## config.mk

```make
export PLATFORM = sky130hd
export DESIGN_NAME = pal_top
export DESIGN_NICKNAME = d
export VERILOG_FILES = /design/src/shared/pal_pkg.sv /design/src/design/pal_dly.sv /design/src/design/pal_buf.sv /design/src/design/pal_top.sv
export VERILOG_INCLUDE_DIRS = /design/src /design/src/shared
export SDC_FILE = /design/constraint.sdc
export NUM_CORES = 1
export LEC_CHECK = 0
export BUFFER_PORTS_ARGS = -buffer_cell sky130_fd_sc_hd__buf_2
export CORE_MARGIN = 4
export CORE_UTILIZATION = 40
export DETAILED_ROUTE_END_ITERATION = 12
export GPL_ROUTABILITY_DRIVEN = 0
export HOLD_SLACK_MARGIN = 0.08
export PLACE_DENSITY_LB_ADDON = 0.12
export SYNTH_ARGS = -nofsm -noshare
export SYNTH_HDL_FRONTEND = slang
export SYNTH_SLANG_ARGS = --single-unit
```

## constraint.sdc

```tcl
create_clock -name ref_clk -period 1.7 [get_ports ref_clk]
set_input_delay 0.255 -clock ref_clk [delete_from_list [all_inputs] [get_ports ref_clk]]
set_output_delay 0.255 -clock ref_clk [all_outputs]
set_load 0.1 [all_outputs]
```

## src/shared/pal_consts.svh

```systemverilog
// constants of the converter output logic: widths, stage layout, latency counts
// assumes inclusion by its bare name from the package and the design files
`ifndef PAL_CONSTS_SVH
`define PAL_CONSTS_SVH

`define PAL_WORD_W        10
`define PAL_MSB           9
`define PAL_LSB           0
`define PAL_STAGES        10
`define PAL_TWO_BIT_STGS  9
`define PAL_CODE_W        2
`define PAL_STAGE_BITS    19
`define PAL_SUM_W         12
`define PAL_WORD_MAX      12'h3FF
`define PAL_ALIGN_HALVES  10
`define PAL_LATENCY       7
`define PAL_INVALID_TICKS 20
`define PAL_TICK_CNT_W    3
`define PAL_BUF_DEPTH     2
`define PAL_FMT_OFFSET    1'b0

`endif

```

## src/shared/pal_pkg.sv

```systemverilog
// types shared by the converter output logic
// assumes pal_consts.svh on the include path
`include "pal_consts.svh"

package pal_pkg;

  typedef logic [`PAL_WORD_W-1:0]     pal_word_t;
  typedef logic [`PAL_CODE_W-1:0]     pal_code_t;
  typedef logic [`PAL_STAGE_BITS-1:0] pal_stage_bits_t;

  typedef enum logic {
    PAL_WARM,
    PAL_RUN
  } pal_state_t;

endpackage : pal_pkg

```

## src/design/pal_dly.sv

```systemverilog
// one stage's capture flop and its alignment delay line
// assumes one clock; cap_en marks the stage's own phase edge, sh_en every half period
`include "pal_consts.svh"

module pal_dly #(
  parameter int DEPTH = 1
) (
  input  wire logic              ref_clk,
  input  wire logic              nrst,
  input  wire logic              cap_en,
  input  wire logic              sh_en,
  input  wire pal_pkg::pal_code_t din,
  output pal_pkg::pal_code_t     dout
);

  pal_pkg::pal_code_t r [DEPTH];

  always_ff @(posedge ref_clk or negedge nrst) begin
    if (!nrst) begin
      r[0] <= '0;
    end else if (cap_en) begin
      r[0] <= din;
    end
  end

  // every later tap moves on each half period so all stages land together
  for (genvar k = 1; k < DEPTH; k++) begin : g_tap
    always_ff @(posedge ref_clk or negedge nrst) begin
      if (!nrst) begin
        r[k] <= '0;
      end else if (sh_en) begin
        r[k] <= r[k-1];
      end
    end
  end

  assign dout = r[DEPTH-1];
endmodule : pal_dly

```

## src/design/pal_buf.sv

```systemverilog
// two-entry word buffer with valid and ready on both sides
// assumes one clock; the drain side may stall, the fill side sees in_ready
`include "pal_consts.svh"

module pal_buf #(
  parameter int W     = `PAL_WORD_W,
  parameter int DEPTH = `PAL_BUF_DEPTH
) (
  input  wire logic         ref_clk,
  input  wire logic         nrst,
  input  wire logic         in_valid,
  output logic              in_ready,
  input  wire logic [W-1:0] in_data,
  output logic              out_valid,
  input  wire logic         out_ready,
  output logic [W-1:0]      out_data
);

  localparam int AW = (DEPTH > 1) ? $clog2(DEPTH) : 1;
  localparam logic [AW:0]   FULL = (AW+1)'(DEPTH);
  localparam logic [AW-1:0] LAST = AW'(DEPTH - 1);

  logic [W-1:0]  mem_r [DEPTH];
  logic [AW-1:0] wr_r;
  logic [AW-1:0] rd_r;
  logic [AW:0]   cnt_r;
  logic          push;
  logic          pop;

  assign in_ready  = (cnt_r != FULL);
  assign out_valid = (cnt_r != '0);
  assign push      = in_valid && in_ready;
  assign pop       = out_valid && out_ready;
  assign out_data  = mem_r[rd_r];

  always_ff @(posedge ref_clk) begin
    if (push) begin
      mem_r[wr_r] <= in_data;
    end
  end

  always_ff @(posedge ref_clk or negedge nrst) begin
    if (!nrst) begin
      wr_r <= '0;
      rd_r <= '0;
    end else begin
      if (push) begin
        wr_r <= (wr_r == LAST) ? '0 : wr_r + AW'(1);
      end
      if (pop) begin
        rd_r <= (rd_r == LAST) ? '0 : rd_r + AW'(1);
      end
    end
  end

  always_ff @(posedge ref_clk or negedge nrst) begin
    if (!nrst) begin
      cnt_r <= '0;
    end else if (push && !pop) begin
      cnt_r <= cnt_r + (AW+1)'(1);
    end else if (pop && !push) begin
      cnt_r <= cnt_r - (AW+1)'(1);
    end
  end

endmodule : pal_buf

```

## src/design/pal_top.sv

```systemverilog
// digital side of a 10-bit pipelined converter: phases, alignment, correction, output bus
// assumes sample_clk and the control pins are synchronous to ref_clk and much slower than it;
// stage_bits carries each stage's flash decision, valid at that stage's phase edge
`include "pal_consts.svh"

module pal_top (
  input  wire logic                    ref_clk,
  input  wire logic                    nrst,
  input  wire logic                    sample_clk,
  input  wire pal_pkg::pal_stage_bits_t stage_bits,
  input  wire logic                    format_select,
  input  wire logic                    output_drive_enable_n,
  output pal_pkg::pal_word_t           result_data,
  output logic                         result_oe,
  output logic                         result_msb,
  output logic                         result_lsb,
  output logic                         word_valid,
  output logic                         sample_phase,
  output logic                         hold_phase
);

  logic                  clk_d_r;
  logic                  rise_tick;
  logic                  fall_tick;
  logic                  half_tick;
  logic                  sample_phase_r;
  logic                  hold_phase_r;
  pal_pkg::pal_code_t    aligned [`PAL_STAGES];
  pal_pkg::pal_word_t    corr_word;
  logic                  buf_in_ready;
  logic                  buf_out_valid;
  pal_pkg::pal_word_t    buf_out_data;
  logic                  push;
  logic                  pop;
  pal_pkg::pal_word_t    result_data_r;
  logic                  word_valid_r;
  logic [`PAL_TICK_CNT_W-1:0] tick_cnt_r;
  pal_pkg::pal_state_t   state_r;
  pal_pkg::pal_state_t   state_nxt;

  // sample clock edges; the pin is taken as already synchronous
  always_ff @(posedge ref_clk or negedge nrst) begin
    if (!nrst) begin
      clk_d_r <= 1'b0;
    end else begin
      clk_d_r <= sample_clk;
    end
  end

  assign rise_tick = sample_clk && !clk_d_r;
  assign fall_tick = !sample_clk && clk_d_r;
  assign half_tick = rise_tick || fall_tick;

  // a phase is dropped during the edge cycle, which keeps the two apart
  always_ff @(posedge ref_clk or negedge nrst) begin
    if (!nrst) begin
      sample_phase_r <= 1'b0;
      hold_phase_r   <= 1'b0;
    end else begin
      sample_phase_r <= !sample_clk && !clk_d_r;
      hold_phase_r   <= sample_clk && clk_d_r;
    end
  end

  assign sample_phase = sample_phase_r;
  assign hold_phase   = hold_phase_r;

  // stage i decides on half period i+1; even stages on falls, odd on rises,
  // then waits 9-i half periods so every result lands on the fifth rise
  for (genvar i = 0; i < `PAL_STAGES; i++) begin : g_stage
    pal_pkg::pal_code_t din;
    if (i < `PAL_TWO_BIT_STGS) begin : g_two
      assign din = stage_bits[2*i +: `PAL_CODE_W];
    end else begin : g_one
      assign din = {1'b0, stage_bits[`PAL_STAGE_BITS-1]};
    end
    pal_dly #(
      .DEPTH(`PAL_ALIGN_HALVES - i)
    ) u_dly (
      .ref_clk (ref_clk),
      .nrst    (nrst),
      .cap_en  ((i % 2 == 0) ? fall_tick : rise_tick),
      .sh_en   (half_tick),
      .din     (din),
      .dout    (aligned[i])
    );
  end

  // overlapping stage weights absorb flash errors; the top end is clamped
  function automatic pal_pkg::pal_word_t correct(input pal_pkg::pal_code_t c [`PAL_STAGES]);
    logic [`PAL_SUM_W-1:0] sum;
    sum = '0;
    for (int s = 0; s < `PAL_TWO_BIT_STGS; s++) begin
      sum = sum + (`PAL_SUM_W'(c[s]) << (`PAL_TWO_BIT_STGS - 1 - s));
    end
    sum = sum + `PAL_SUM_W'(c[`PAL_STAGES-1][0]);
    if (sum > `PAL_WORD_MAX) begin
      sum = `PAL_WORD_MAX;
    end
    return sum[`PAL_WORD_W-1:0];
  endfunction : correct

  assign corr_word = correct(aligned);

  // first latch is the buffer entry, second is the bus register
  assign push = rise_tick;
  assign pop  = rise_tick && buf_out_valid;

  pal_buf #(
    .W     (`PAL_WORD_W),
    .DEPTH (`PAL_BUF_DEPTH)
  ) u_buf (
    .ref_clk   (ref_clk),
    .nrst      (nrst),
    .in_valid  (push),
    .in_ready  (buf_in_ready),
    .in_data   (corr_word),
    .out_valid (buf_out_valid),
    .out_ready (rise_tick),
    .out_data  (buf_out_data)
  );

  // format is applied at the bus latch so a change takes effect on the next word
  always_ff @(posedge ref_clk or negedge nrst) begin
    if (!nrst) begin
      result_data_r <= '0;
    end else if (pop) begin
      result_data_r <= buf_out_data;
      if (format_select != `PAL_FMT_OFFSET) begin
        result_data_r[`PAL_MSB] <= !buf_out_data[`PAL_MSB];
      end
    end
  end

  // warm-up: words before the pipe has filled carry no sample
  always_comb begin
    state_nxt = state_r;
    case (state_r)
      pal_pkg::PAL_WARM: begin
        if (rise_tick && tick_cnt_r == `PAL_TICK_CNT_W'(`PAL_LATENCY - 1)) begin
          state_nxt = pal_pkg::PAL_RUN;
        end
      end
      pal_pkg::PAL_RUN: begin
        state_nxt = pal_pkg::PAL_RUN;
      end
      default: begin
        state_nxt = pal_pkg::PAL_WARM;
      end
    endcase
  end

  always_ff @(posedge ref_clk or negedge nrst) begin
    if (!nrst) begin
      state_r <= pal_pkg::PAL_WARM;
    end else begin
      state_r <= state_nxt;
    end
  end

  always_ff @(posedge ref_clk or negedge nrst) begin
    if (!nrst) begin
      tick_cnt_r <= '0;
    end else if (rise_tick && state_r == pal_pkg::PAL_WARM) begin
      tick_cnt_r <= tick_cnt_r + `PAL_TICK_CNT_W'(1);
    end
  end

  always_ff @(posedge ref_clk or negedge nrst) begin
    if (!nrst) begin
      word_valid_r <= 1'b0;
    end else if (rise_tick) begin
      word_valid_r <= (state_nxt == pal_pkg::PAL_RUN);
    end
  end

  assign word_valid  = word_valid_r;
  assign result_data = result_data_r;
  assign result_msb  = result_data_r[`PAL_MSB];
  assign result_lsb  = result_data_r[`PAL_LSB];
  // one enable for the whole bus; the pad ring resolves the float
  assign result_oe   = !output_drive_enable_n;
endmodule : pal_top

```

* Yosys cells after proc, flatten, opt, wreduce, memory -nomap -nowiden
Memories as Yosys holds them, arrays and structs flattened.
Cells that the tools add are included.
** Storage, ports and cells
- Bits in registers :: 131
- Latch bits :: 0
- Memory bits (writable) :: 20
- Bits in read-only memories :: 0
- Input bits :: 24
- Output and inout port bits :: 16
- Logic and storage cells :: 113
- Memories :: 1
** Operators by class
- $add $sub $neg :: 14
- $mul :: 0
- Divide/modulo/power cells :: 0
- Magnitude comparators :: 1
- Equality and inequality tests :: 2
- Shift operators :: 0
- Mux-type cells :: 10
- Bitwise logic cells :: 1
- Reductions and logical operators :: 19
** Memories
- u_buf.mem_r :: depth 2, bits a word 10, read ports 1, clocked after memory_dff 0, write ports 1, line pal_buf.sv:23 : logic [W-1:0] mem_r [DEPTH];
** Operators by type and width (count)
- 11-bit by 8-bit adder with 12-bit output :: 1
- 12-bit by 1-bit adder with 12-bit output :: 1
- 12-bit by 2-bit adder with 12-bit output :: 1
- 12-bit by 3-bit adder with 12-bit output :: 1
- 12-bit by 4-bit adder with 12-bit output :: 1
- 12-bit by 5-bit adder with 12-bit output :: 1
- 12-bit by 6-bit adder with 12-bit output :: 1
- 12-bit by 7-bit adder with 12-bit output :: 1
- 12-bit by 10-bit > comparator with 1-bit output (second input constant) :: 1
- 10-bit by 9-bit adder with 11-bit output :: 1
- 1-bit logical AND :: 10
- 10-bit two-way mux :: 1
- 1-bit zero test :: 6
- 1-bit two-way mux :: 6
- 2-bit two-way mux :: 2
- 2-bit nonzero test :: 2
- 3-bit by 1-bit adder with 3-bit output (second input constant) :: 1
- 3-bit equality test (second input constant) :: 1
- 1-bit adder (second input constant) :: 2
- 2-bit by 1-bit adder with 2-bit output (second input constant) :: 1
- 2-bit != test (second input constant) :: 1
- 1-bit one-hot mux with 2 select lines :: 1
- 2-bit by 1-bit subtractor with 2-bit output (second input constant) :: 1
- 1-bit logical OR :: 1
- 1-bit NOT :: 1

* Logic depth before layout (Yosys ltp)
Gate-level depths: netlist of run 1.
- Word-level depth :: 11
- Mapped depth :: 8

* Cells and area by module
Synthesis of run 1 repeated with hierarchy kept, for this count alone.
** Unflattened totals
- Cells, all modules :: 417
- Area total of the unflattened synthesis :: 6653.9 um^2
** By module, submodules not included
- pal_top :: times used 1, cells an instance 121, area an instance 1273.7 um^2
- pal_buf :: times used 1, cells an instance 49, area an instance 932.1 um^2
- pal_dly (g_stage[0].u_dly) :: times used 1, cells an instance 44, area an instance 809.5 um^2
- pal_dly (g_stage[1].u_dly) :: times used 1, cells an instance 40, area an instance 737.0 um^2
- pal_dly (g_stage[2].u_dly) :: times used 1, cells an instance 35, area an instance 606.8 um^2
- pal_dly (g_stage[3].u_dly) :: times used 1, cells an instance 31, area an instance 571.8 um^2
- pal_dly (g_stage[4].u_dly) :: times used 1, cells an instance 27, area an instance 499.2 um^2
- pal_dly (g_stage[5].u_dly) :: times used 1, cells an instance 23, area an instance 419.2 um^2
- pal_dly (g_stage[6].u_dly) :: times used 1, cells an instance 19, area an instance 339.1 um^2
- pal_dly (g_stage[7].u_dly) :: times used 1, cells an instance 14, area an instance 232.7 um^2
- pal_dly (g_stage[8].u_dly) :: times used 1, cells an instance 10, area an instance 160.2 um^2
- pal_dly (g_stage[9].u_dly) :: times used 1, cells an instance 4, area an instance 72.6 um^2

* Least setup slack after synthesis of run 1
No wires, ideal clock.
- Kind :: reg-to-reg
- Start point :: register g_stage[9].u_dly.r (netlist bit g_stage[9].u_dly.dout[0])
- End point :: memory u_buf.mem_r[0][4] in the netlist's numbering (data pin)
- Setup time :: 0.258 ns
- Arrival :: 1.596 ns
- Data required time :: 1.442 ns
- Setup slack :: -0.154 ns
- Stages on the path, launching flop included :: 9
- Path buffers :: 0
- Clock period less this slack :: 1.854 ns
- Cell sequence :: dfrtp_1 -> ha_1 -> inv_1 -> fa_1 -> nor2b_4 -> o21ai_1 -> a21boi_1 -> o21ai_4 -> a21bo_1
** Between the ends
- Longest elaborated chain between the ends :: 3
** Ends and longest elaborated chain
- start: declaration :: line pal_dly.sv:16 : pal_pkg::pal_code_t r [DEPTH];
- 12-bit by 1-bit adder with 12-bit output * :: line pal_top.sv:96 : sum = sum + `PAL_SUM_W'(c[`PAL_STAGES-1][0]);
- 12-bit by 10-bit > comparator with 1-bit output (no source line)
- 10-bit two-way mux * :: line pal_top.sv:97 : if (sum > `PAL_WORD_MAX) begin
- via corr_word[4] :: line pal_top.sv:29 : pal_pkg::pal_word_t corr_word;
- end: declaration :: line pal_buf.sv:23
The timed path passes the listed nets; every way through them passes the cells marked *.

* Final worst setup path of run 1
- Start point :: register g_stage[8].u_dly.r (netlist bit g_stage[8].u_dly.dout[0])
- End point :: memory u_buf.mem_r[1][4] in the netlist's numbering (data pin)
** Between the ends
- Longest elaborated chain between the ends :: 4
** Ends and longest elaborated chain
- start: declaration :: line pal_dly.sv:16
- start signal: indexed assignment :: line pal_dly.sv:32 : r[k] <= r[k-1];
- 12-bit by 2-bit adder with 12-bit output * :: line pal_top.sv:94 : sum = sum + (`PAL_SUM_W'(c[s]) << (`PAL_TWO_BIT_STGS - 1 - s));
- 12-bit by 1-bit adder with 12-bit output * :: line pal_top.sv:96
- 12-bit by 10-bit > comparator with 1-bit output (no source line)
- 10-bit two-way mux * :: line pal_top.sv:97
- via corr_word[4] :: line pal_top.sv:29
Marks and branches as above.

==> metrics.yaml, run 1 <==
status: "finished with violations"
violations: "negative setup slack"
worstPathRequired_ps: 1870
drv_cap: 0
yosys.area_share.simple: 0.0318
synth_warnings: 0
synth.largest_area_cell: "dfrtp_1"
grt_pass1_vias: 3558
critPathArrivalTime_ps: 2010
clk_latency_ps: 410
cts.sinks: 151
areaGrowthSynthToFinish_pct: 26.2
port_buffers: 39
fin_crit_ps: 1840
reg2reg_depth: 8
synth_edf_count: 20
syn_nets: 450
die_area_mm2: 0.0173
pwr_density_cell_mw_per_mm2: 1980
vias_per_cell: 4.84
synth.most_common_cell: "dfrtp_1"
timing.rr.end: "u_buf.mem_r[1][4]"
cts_max_path_buffers: 2
synth-async-reset-ratio: 0.868
synth_area_mm2: 0.00611
syn_area_per_cell_um2: 14.9
drive_gt1_frac: 0.451
wire_per_inst_um: 14.5
setup_slack_ps: -139
rsz0062_at_grt: "yes"
report.final.slew_viol_count: 0
synthCells: 409
cts_tree: "done"
clkTransAtPathRegs_ps: 60
finalSetupViolCount: 20
fin_util: 0.522
finalWirelength_um: 10100
worstPathMaxFanout: 5
die_w_um: 132
r2r_setup_slack_ps: -140
startpoint: "g_stage[8].u_dly.dout[0]"
synthTopCellsByArea: "dfrtp_1 54%, mux2_2 20%, edfxtp_1 9.8%"
seq_area_mm2: 0.00388
drtIter0Drc: 119
setup_tns_ps: -2160
endpoint_kind: "register"
ys_seq_area_frac: 0.635
synthAdderAreaFrac: 0.0361
postPlaceCellArea_mm2: 0.00676
leakage_nw: 3.39
hold_viol_final: 0
cp-endpoint: "u_buf.mem_r[1][4]"
final_area_mm2: 0.00771
pin_count: 40
ir_worst_vdd_mv: 0.934
grt_pass1_wl_um: 17600
cts_root_buffer: "clkbuf_16"
slew_headroom: 0.676
row_count: 44
htreeDepth: 4
start_kind: "register"
ys_ff_latch: 151
final_nets: 542
drc: 0
fin_crit_sh: 1.08
dieHeight_um: 132
final.setup_skew_ps: 6.10
hpwlAfterDp_um: 6770
muxShareOfSynthArea: 0.217
synth_commonest_cells: "131 x dfrtp_1, 107 x mux2_2, 21 x nand2_1"
grt_max_degree: 48
multi_input_area_mm2: 0.00224
n_antenna_cell: 0
yosys_most_used_dff: "dfrtp_1"
yosysUniqueCellTypes: 37
start_util: 0.414
coreArea_mm2: 0.0148
synth_compound_area_frac: 0.0428
synth_top_area_share: 0.537
fmax_ghz: 0.544
via_count: 3379
synth_top_family_by_area: "multiplexers"
overflow: 0
min_path_type: "input pin to register"
track_usage: 0.128
cts_made_buffers: 17
tightestPinTransition_ps: 489
fill_cells: 1244
synth_xor_area_frac: 0.0158
crit_type: "register to register"
antenna_found_initial: 0
drtAntennaViolNets: 0
r2r_start: "g_stage[8].u_dly.dout[0]"
first_pass_iters: 4
==> worst min path at each step <==
stage / start / endpoint / slack, ps / cells past startpoint
finish: stage_bits[18] / g_stage[9].u_dly.dout[0] / 110 / 2
detailed placement: nrst / tick_cnt_r[2] / 200 / 1
floorplan: nrst / clk_d_r / -40 / 0
CTS: stage_bits[18] / g_stage[9].u_dly.dout[0] / 90 / 2
global route: stage_bits[18] / g_stage[9].u_dly.dout[0] / 100 / 2
global placement: nrst / tick_cnt_r[2] / 200 / 1
==> flip-flops by register name (all words and copies together) (netlist names) <==
name	flops
clk_d_r	1
g_stage.u_dly.dout	19
g_stage.u_dly.r	90
hold_phase	1
result_data	10
sample_phase	1
state_r	1
tick_cnt_r	3
u_buf.cnt_r	2
u_buf.mem_r	20
u_buf.rd_r	1
u_buf.wr_r	1
word_valid	1
==> worst max-delay path, stage by stage, from the launching register on <==
cell	delay [ps]
dfrtp_1	410
ha_4	180
inv_2	50
fa_2	220
nor2b_4	60
o21ai_2	160
a21boi_2	90
o21ai_4	190
a21bo_1	240
==> per-layer routing <==
metal | vias to the layer above | wire, um | GRT usage | share of wire
met5 | - | 0 | 0 | 0
met4 | 0 | 202 | 0.0636 | 0.020
met3 | 17 | 325 | 0.0333 | 0.032
met2 | 48 | 4820 | 0.202 | 0.47
met1 | 1690 | 4800 | 0.164 | 0.47
li1 | 1624 | - | - | -
==> kinds of logic after synthesis <==
group	Yosys count
flip-flops	151
multiplexers	119
AND/OR/NAND/NOR	42
AO/OA/AOI/OAI	41
buffers and inverters	28
adder cells (fa/ha/maj)	17
XOR/XNOR	11
==> layout by cell type, fill, tap and decap left out, drive strengths merged, types with 3 or more instances in the layout <==
| master | synthesis | routed |
|---|---|---|
| a21oi | 6 | 6 |
| buf | 16 | 70 |
| clkbuf | 1 | 26 |
| dfrtp | 131 | 131 |
| dlygate4sd3 | 0 | 20 |
| edfxtp | 20 | 20 |
| ha | 16 | 16 |
| inv | 11 | 12 |
| mux2 | 107 | 107 |
| mux2i | 12 | 12 |
| nand2 | 21 | 21 |
| nand2b | 4 | 4 |
| nand3 | 3 | 3 |
| nor2 | 8 | 8 |
| nor2b | 3 | 3 |
| o21ai | 23 | 23 |
| xnor2 | 8 | 8 |
| xor2 | 3 | 3 |
==> power by group <==
part           internal, mW  total, mW  switching (mW)
combinational          2.46       5.53            3.07
clock                  2.41       3.80            1.39
sequential             5.20       5.90           0.702
total                  10.1       15.2            5.17
==> timing repair <==
item,in CTS,in global routing
cloned,0,0
resized for setup,10,17
hold buffers,20,0
buffers inserted,1,0
hold endpoints to repair,59,0
endpoints found under the setup margin,20,22
pin swaps,8,6
==> layout make-up <==
cell class / count / area share
multi-input cells: 230 / 0.290
inverters: 11 / 0.00536
clock buffers: 26 / 0.0675
repair buffers: 90 / 0.0924
flip-flops and latches: 151 / 0.503
clock inverters: 6 / 0.0114
well taps: 184 / 0.0299
==> per-stage QoR <==
stage / total power, mW / hold slack (ps) / setup WS [ps] / instances
after floorplan: 9.60 / -40.6 / -103 / 409
after global placement: 10.9 / 204 / -163 / 645
after detailed placement: 11.1 / 205 / -231 / 645
after CTS: 15.1 / 85.3 / -135 / 698
after global routing: 16.1 / 96.0 / -223 / 698
final: 15.2 / 107 / -139 / 698
Note: power is estimated with default switching activity, not from simulation.
==> inputs of run 2 (changes only) <==
- CORE_UTILIZATION: 40 -> 44
- clock period: 1.7 -> 2.2 ns (I/O delays scaled with it)
==> run 2 against run 1 <==
The run now ends clean. Routed wire length shrank 7.0%. Critical path depth is the same. Clock-buffer cell count stayed put. Flip-flop and latch count stayed put. Final cell count fell by 6.6%. Global-route usage grew 0.47 points. Via count is 3.7% lower. Design area is 6.1% lower. Sequential share of layout area grew 3.3 points. Clock power fell by 21%. Largest cell class unchanged.
==> metrics.yaml, run 2 (synthesis gave the netlist of run 1 again) <==
status: "finished clean"
grt_max_degree: 58
areaGrowthSynthToFinish_pct: 18.5
endpoint_kind: "register"
final_nets: 504
drtIter0Drc: 181
final_area_mm2: 0.00724
dieHeight_um: 126
setup_tns_ps: 0
cts_hold_buf: 2
pwr_density_cell_mw_per_mm2: 1530
slew_headroom: 0.648
worstHoldStart: "stage_bits[12]"
cts_max_path_buffers: 2
cts_made_buffers: 17
drive_gt1_frac: 0.410
fmax_ghz: 0.493
die_w_um: 126
seq_area_mm2: 0.00388
largest_register_ffs: 90
min_path_type: "input pin to register"
reg2reg_depth: 8
worstPathMaxFanout: 8
largest-register: "g_stage.u_dly.r"
die_area_mm2: 0.0158
n_antenna_cell: 0
drtAntennaViolNets: 0
drc: 0
antenna_found_initial: 0
port_buffers: 39
hold_slack_ps: 144
postPlaceCellArea_mm2: 0.00658
ir_worst_vdd_mv: 0.615
drv_cap: 0
multi_input_area_mm2: 0.00211
cts-resized-gates: 0
grt_pass1_vias: 3401
layout_common_cells: "131 x dfrtp_1, 107 x mux2_2, 38 x buf_2"
htreeDepth: 4
r2r_start: "g_stage[8].u_dly.dout[0]"
first_pass_iters: 4
layout_commonest_cell: "dfrtp_1"
vias_per_cell: 4.99
critPathArrivalTime_ps: 2250
tightestPinTransition_ps: 528
holdPathStages: 2
finalSetupViolCount: 0
via_count: 3255
final.setup_skew_ps: 8.20
hpwlAfterDp_um: 6350
grt_pass1_wl_um: 16600
row_count: 42
pin_count: 40
cts.sinks: 151
fin_crit_sh: 0.922
start_kind: "register"
crit_type: "register to register"
clk_latency_ps: 420
coreArea_mm2: 0.0134
track_usage: 0.133
wire_per_inst_um: 14.5
leakage_nw: 3.20
fill_cells: 1151
postCtsSetupBuffers: 0
cts_tree: "done"
clkTransAtPathRegs_ps: 60
start_util: 0.456
report.final.slew_viol_count: 0
worstPathRequired_ps: 2420
overflow: 0
hold_viol_final: 0
startpoint: "g_stage[8].u_dly.dout[0]"
cts_root_buffer: "clkbuf_16"
rsz0062_at_grt: "no"
fin_crit_ps: 2030
finalWirelength_um: 9440
[run 2: area by class of cell]
class / instances / share of cell area
Sequential cell: 151 / 0.536
Multi-Input combinational cell: 230 / 0.291
Clock buffer: 26 / 0.0761
Timing Repair Buffer: 52 / 0.0489
Tap cell: 176 / 0.0304
Clock inverter: 6 / 0.0114
Inverter: 11 / 0.00571
[run 2: final timing paths]
| check | slack, ps | to |
|---|---|---|
| worst max register to register | 170 | u_buf.mem_r[1][3] |
| worst min register to register | 480 | result_data[3] |
| max in group asynchronous | 1090 | g_stage[5].u_dly.r[3] |
| worst max-delay path | 170 | u_buf.mem_r[1][3] |
| worst min-delay path | 140 | g_stage[6].u_dly.r[6] |
| min in group asynchronous | 460 | tick_cnt_r[1] |
[run 2: worst max-delay path, cell delays in order, from the launching register on]
cell	delay [ps]
dfrtp_1	360
ha_1	200
inv_1	60
fa_1	420
nor2b_4	160
o21ai_1	100
a21boi_1	270
o21ai_4	120
o21ai_0	150
[run 2: per-stage QoR]
step / utilization / worst slack, ps / std cells / power [mW]
after detailed placement: 0.491 / 169 / 618 / 8.17
after global placement: 0.491 / 247 / 618 / 8.08
after floorplan: - / 346 / 409 / 7.40
after global routing: 0.540 / 23.5 / 652 / 11.8
after CTS: 0.540 / 160 / 652 / 11.2
final: 0.540 / 171 / 652 / 11.1
[run 2: report_power, final]
group	total, mW	switching [mW]	internal (mW)
clock	3.00	1.06	1.94
combinational	3.56	2.12	1.44
sequential	4.53	0.519	4.01
[run 2: routing by layer]
metal  part of all wire  vias up  GRT usage
li1                   -     1549          -
met1               0.46     1634      0.168
met2               0.48       55      0.207
met3              0.040       17     0.0457
met4              0.020        0     0.0587
met5                  0        -          0
==> inputs of run 3 (changes only) <==
- BUFFER_PORTS_ARGS: -buffer_cell sky130_fd_sc_hd__buf_2 -> -buffer_cell sky130_fd_sc_hd__buf_4
==> run 3 against run 2 <==
Clock skew decreased by 3.9 ps. Clock power down 15%. Routed wire length is 1.1% lower. Critical path depth did not move. Critical endpoint is now u_buf.mem_r[1][4]. Highest routed layer unchanged. Global-route usage hardly changed. Maximum frequency rose by 0.96%. Largest power group unchanged. Core utilization is 0.24 points lower.
==> metrics.yaml, run 3 (synthesis gave the netlist of run 1 again) <==
pin_count: 40
finalNonFillerCells: 651
hold_viol_final: 0
first_pass_iters: 4
start_kind: "register"
grt_pass1_vias: 3411
dp_cells: 617
max_stage_delay_ps: 370
cp-endpoint: "u_buf.mem_r[1][4]"
reg2reg_depth: 8
startpoint: "g_stage[9].u_dly.dout[0]"
final.setup_skew_ps: 4.35
tightestPinTransition_ps: 466
report.final.slew_viol_count: 0
pwr_density_cell_mw_per_mm2: 1490
wire_per_inst_um: 14.3
clk_latency_ps: 410
timing.rr.end: "u_buf.mem_r[1][4]"
cts.sinks: 151
cts_hold_buf: 2
crit_family: "compound AO/OA/AOI/OAI gates"
drtIter0Drc: 133
rsz0062_at_grt: "no"
ir_worst_vdd_mv: 0.569
final_nets: 503
worstPathRequired_ps: 2360
worst_path_max_delay_cell: "dfrtp_1"
cts-resized-gates: 0
grt_pass1_wl_um: 16400
setup_tns_ps: 0
coreArea_mm2: 0.0134
drtAntennaViolNets: 0
areaGrowthSynthToFinish_pct: 18.0
r2r_start: "g_stage[9].u_dly.dout[0]"
start_util: 0.456
dieHeight_um: 126
min_path_type: "input pin to register"
vias_per_cell: 4.92
overflow: 0
finalSetupViolCount: 0
critPathArrivalTime_ps: 2170
status: "finished clean"
n_antenna_cell: 0
fin_crit_ps: 2010
r2r_setup_slack_ps: 190
antenna_found_initial: 0
largest-register: "g_stage.u_dly.r"
fmax_ghz: 0.498
largest_register_ffs: 90
critical_path.cell_chain: "ha_1, inv_1, fa_1, nor2b_4, o21ai_1, a21boi_1, o21ai_4, a21bo_1"
cts_root_buffer: "clkbuf_16"
fin_util: 0.538
clkTransAtPathRegs_ps: 60
leakage_nw: 3.17
port_buffers: 39
cts_max_path_buffers: 2
cp.depth: 8
drive_gt1_frac: 0.394
layout_common_cells: "131 x dfrtp_1, 107 x mux2_2, 45 x buf_4"
slew_headroom: 0.690
crit_buf_inv: 1
row_count: 42
via_count: 3203
drv_cap: 0
cts_tree: "done"
htreeDepth: 4
drc: 0
crit_type: "register to register"
cts_made_buffers: 17
layout_commonest_cell: "dfrtp_1"
hpwlAfterDp_um: 6300
postCtsSetupBuffers: 0
fin_crit_sh: 0.913
die_w_um: 126
worstPathMaxFanout: 8
track_usage: 0.132
finalWirelength_um: 9340
grt_max_degree: 51
endpoint_kind: "register"
die_area_mm2: 0.0158
==> run 3: changes by cell type in the layout (fill, tap and decap cells not counted), moves of 2 or more <==
| cell | change |
|---|---|
| buf_4 | +38 |
| buf_2 | -38 |
| bufinv_16 | -2 |
| clkbuf_1 | +7 |
| clkbuf_8 | -3 |
==> run 3: metrics by stage <==
stage / setup WS, ps / total power [mW] / instance area, um2 / hold slack (ps)
global placement: 249 / 8.15 / 6660 / 304
finish: 191 / 10.7 / 7200 / 143
global route: 57.6 / 11.4 / 7200 / 123
floorplan: 346 / 7.40 / 6110 / 34.4
detailed placement: 196 / 8.26 / 6660 / 309
CTS: 185 / 10.9 / 7200 / 120
==> run 3: area by class of cell <==
class,count,area [um2]
Fill cell,1142,6200
Timing Repair Buffer,51,429
Clock buffer,29,510
Clock inverter,3,15.0
Sequential cell,151,3880
Inverter,11,41.3
Tap cell,176,220
Multi-Input combinational cell,230,2110
==> run 3: power breakdown <==
part | switching, mW | total (mW) | internal [mW] | leakage (nW)
Clock | 0.994 | 2.55 | 1.56 | 0.259
Sequential | 0.529 | 4.55 | 4.02 | 1.74
Combinational | 2.12 | 3.63 | 1.51 | 1.17
Total | 3.64 | 10.7 | 7.08 | 3.17
==> run 3: metal layers <==
layer	wire length (um)	GRT usage	vias to the layer above
li1	-	-	1551
met1	4260	0.167	1580
met2	4500	0.206	54
met3	352	0.0432	18
met4	228	0.0662	0
met5	0	0	-
==> run 3: how the worst min path moves through the flow <==
stage	start	end	cells past startpoint	slack [ps]
6_report	stage_bits[17]	g_stage[8].u_dly.r[3]	2	140
5_1_grt	stage_bits[1]	g_stage[0].u_dly.r[19]	2	120
4_1_cts	stage_bits[16]	g_stage[8].u_dly.r[2]	2	120
3_5_place_dp	nrst	tick_cnt_r[2]	1	310
3_3_place_gp	nrst	tick_cnt_r[2]	1	300
2_1_floorplan	nrst	clk_d_r	0	30
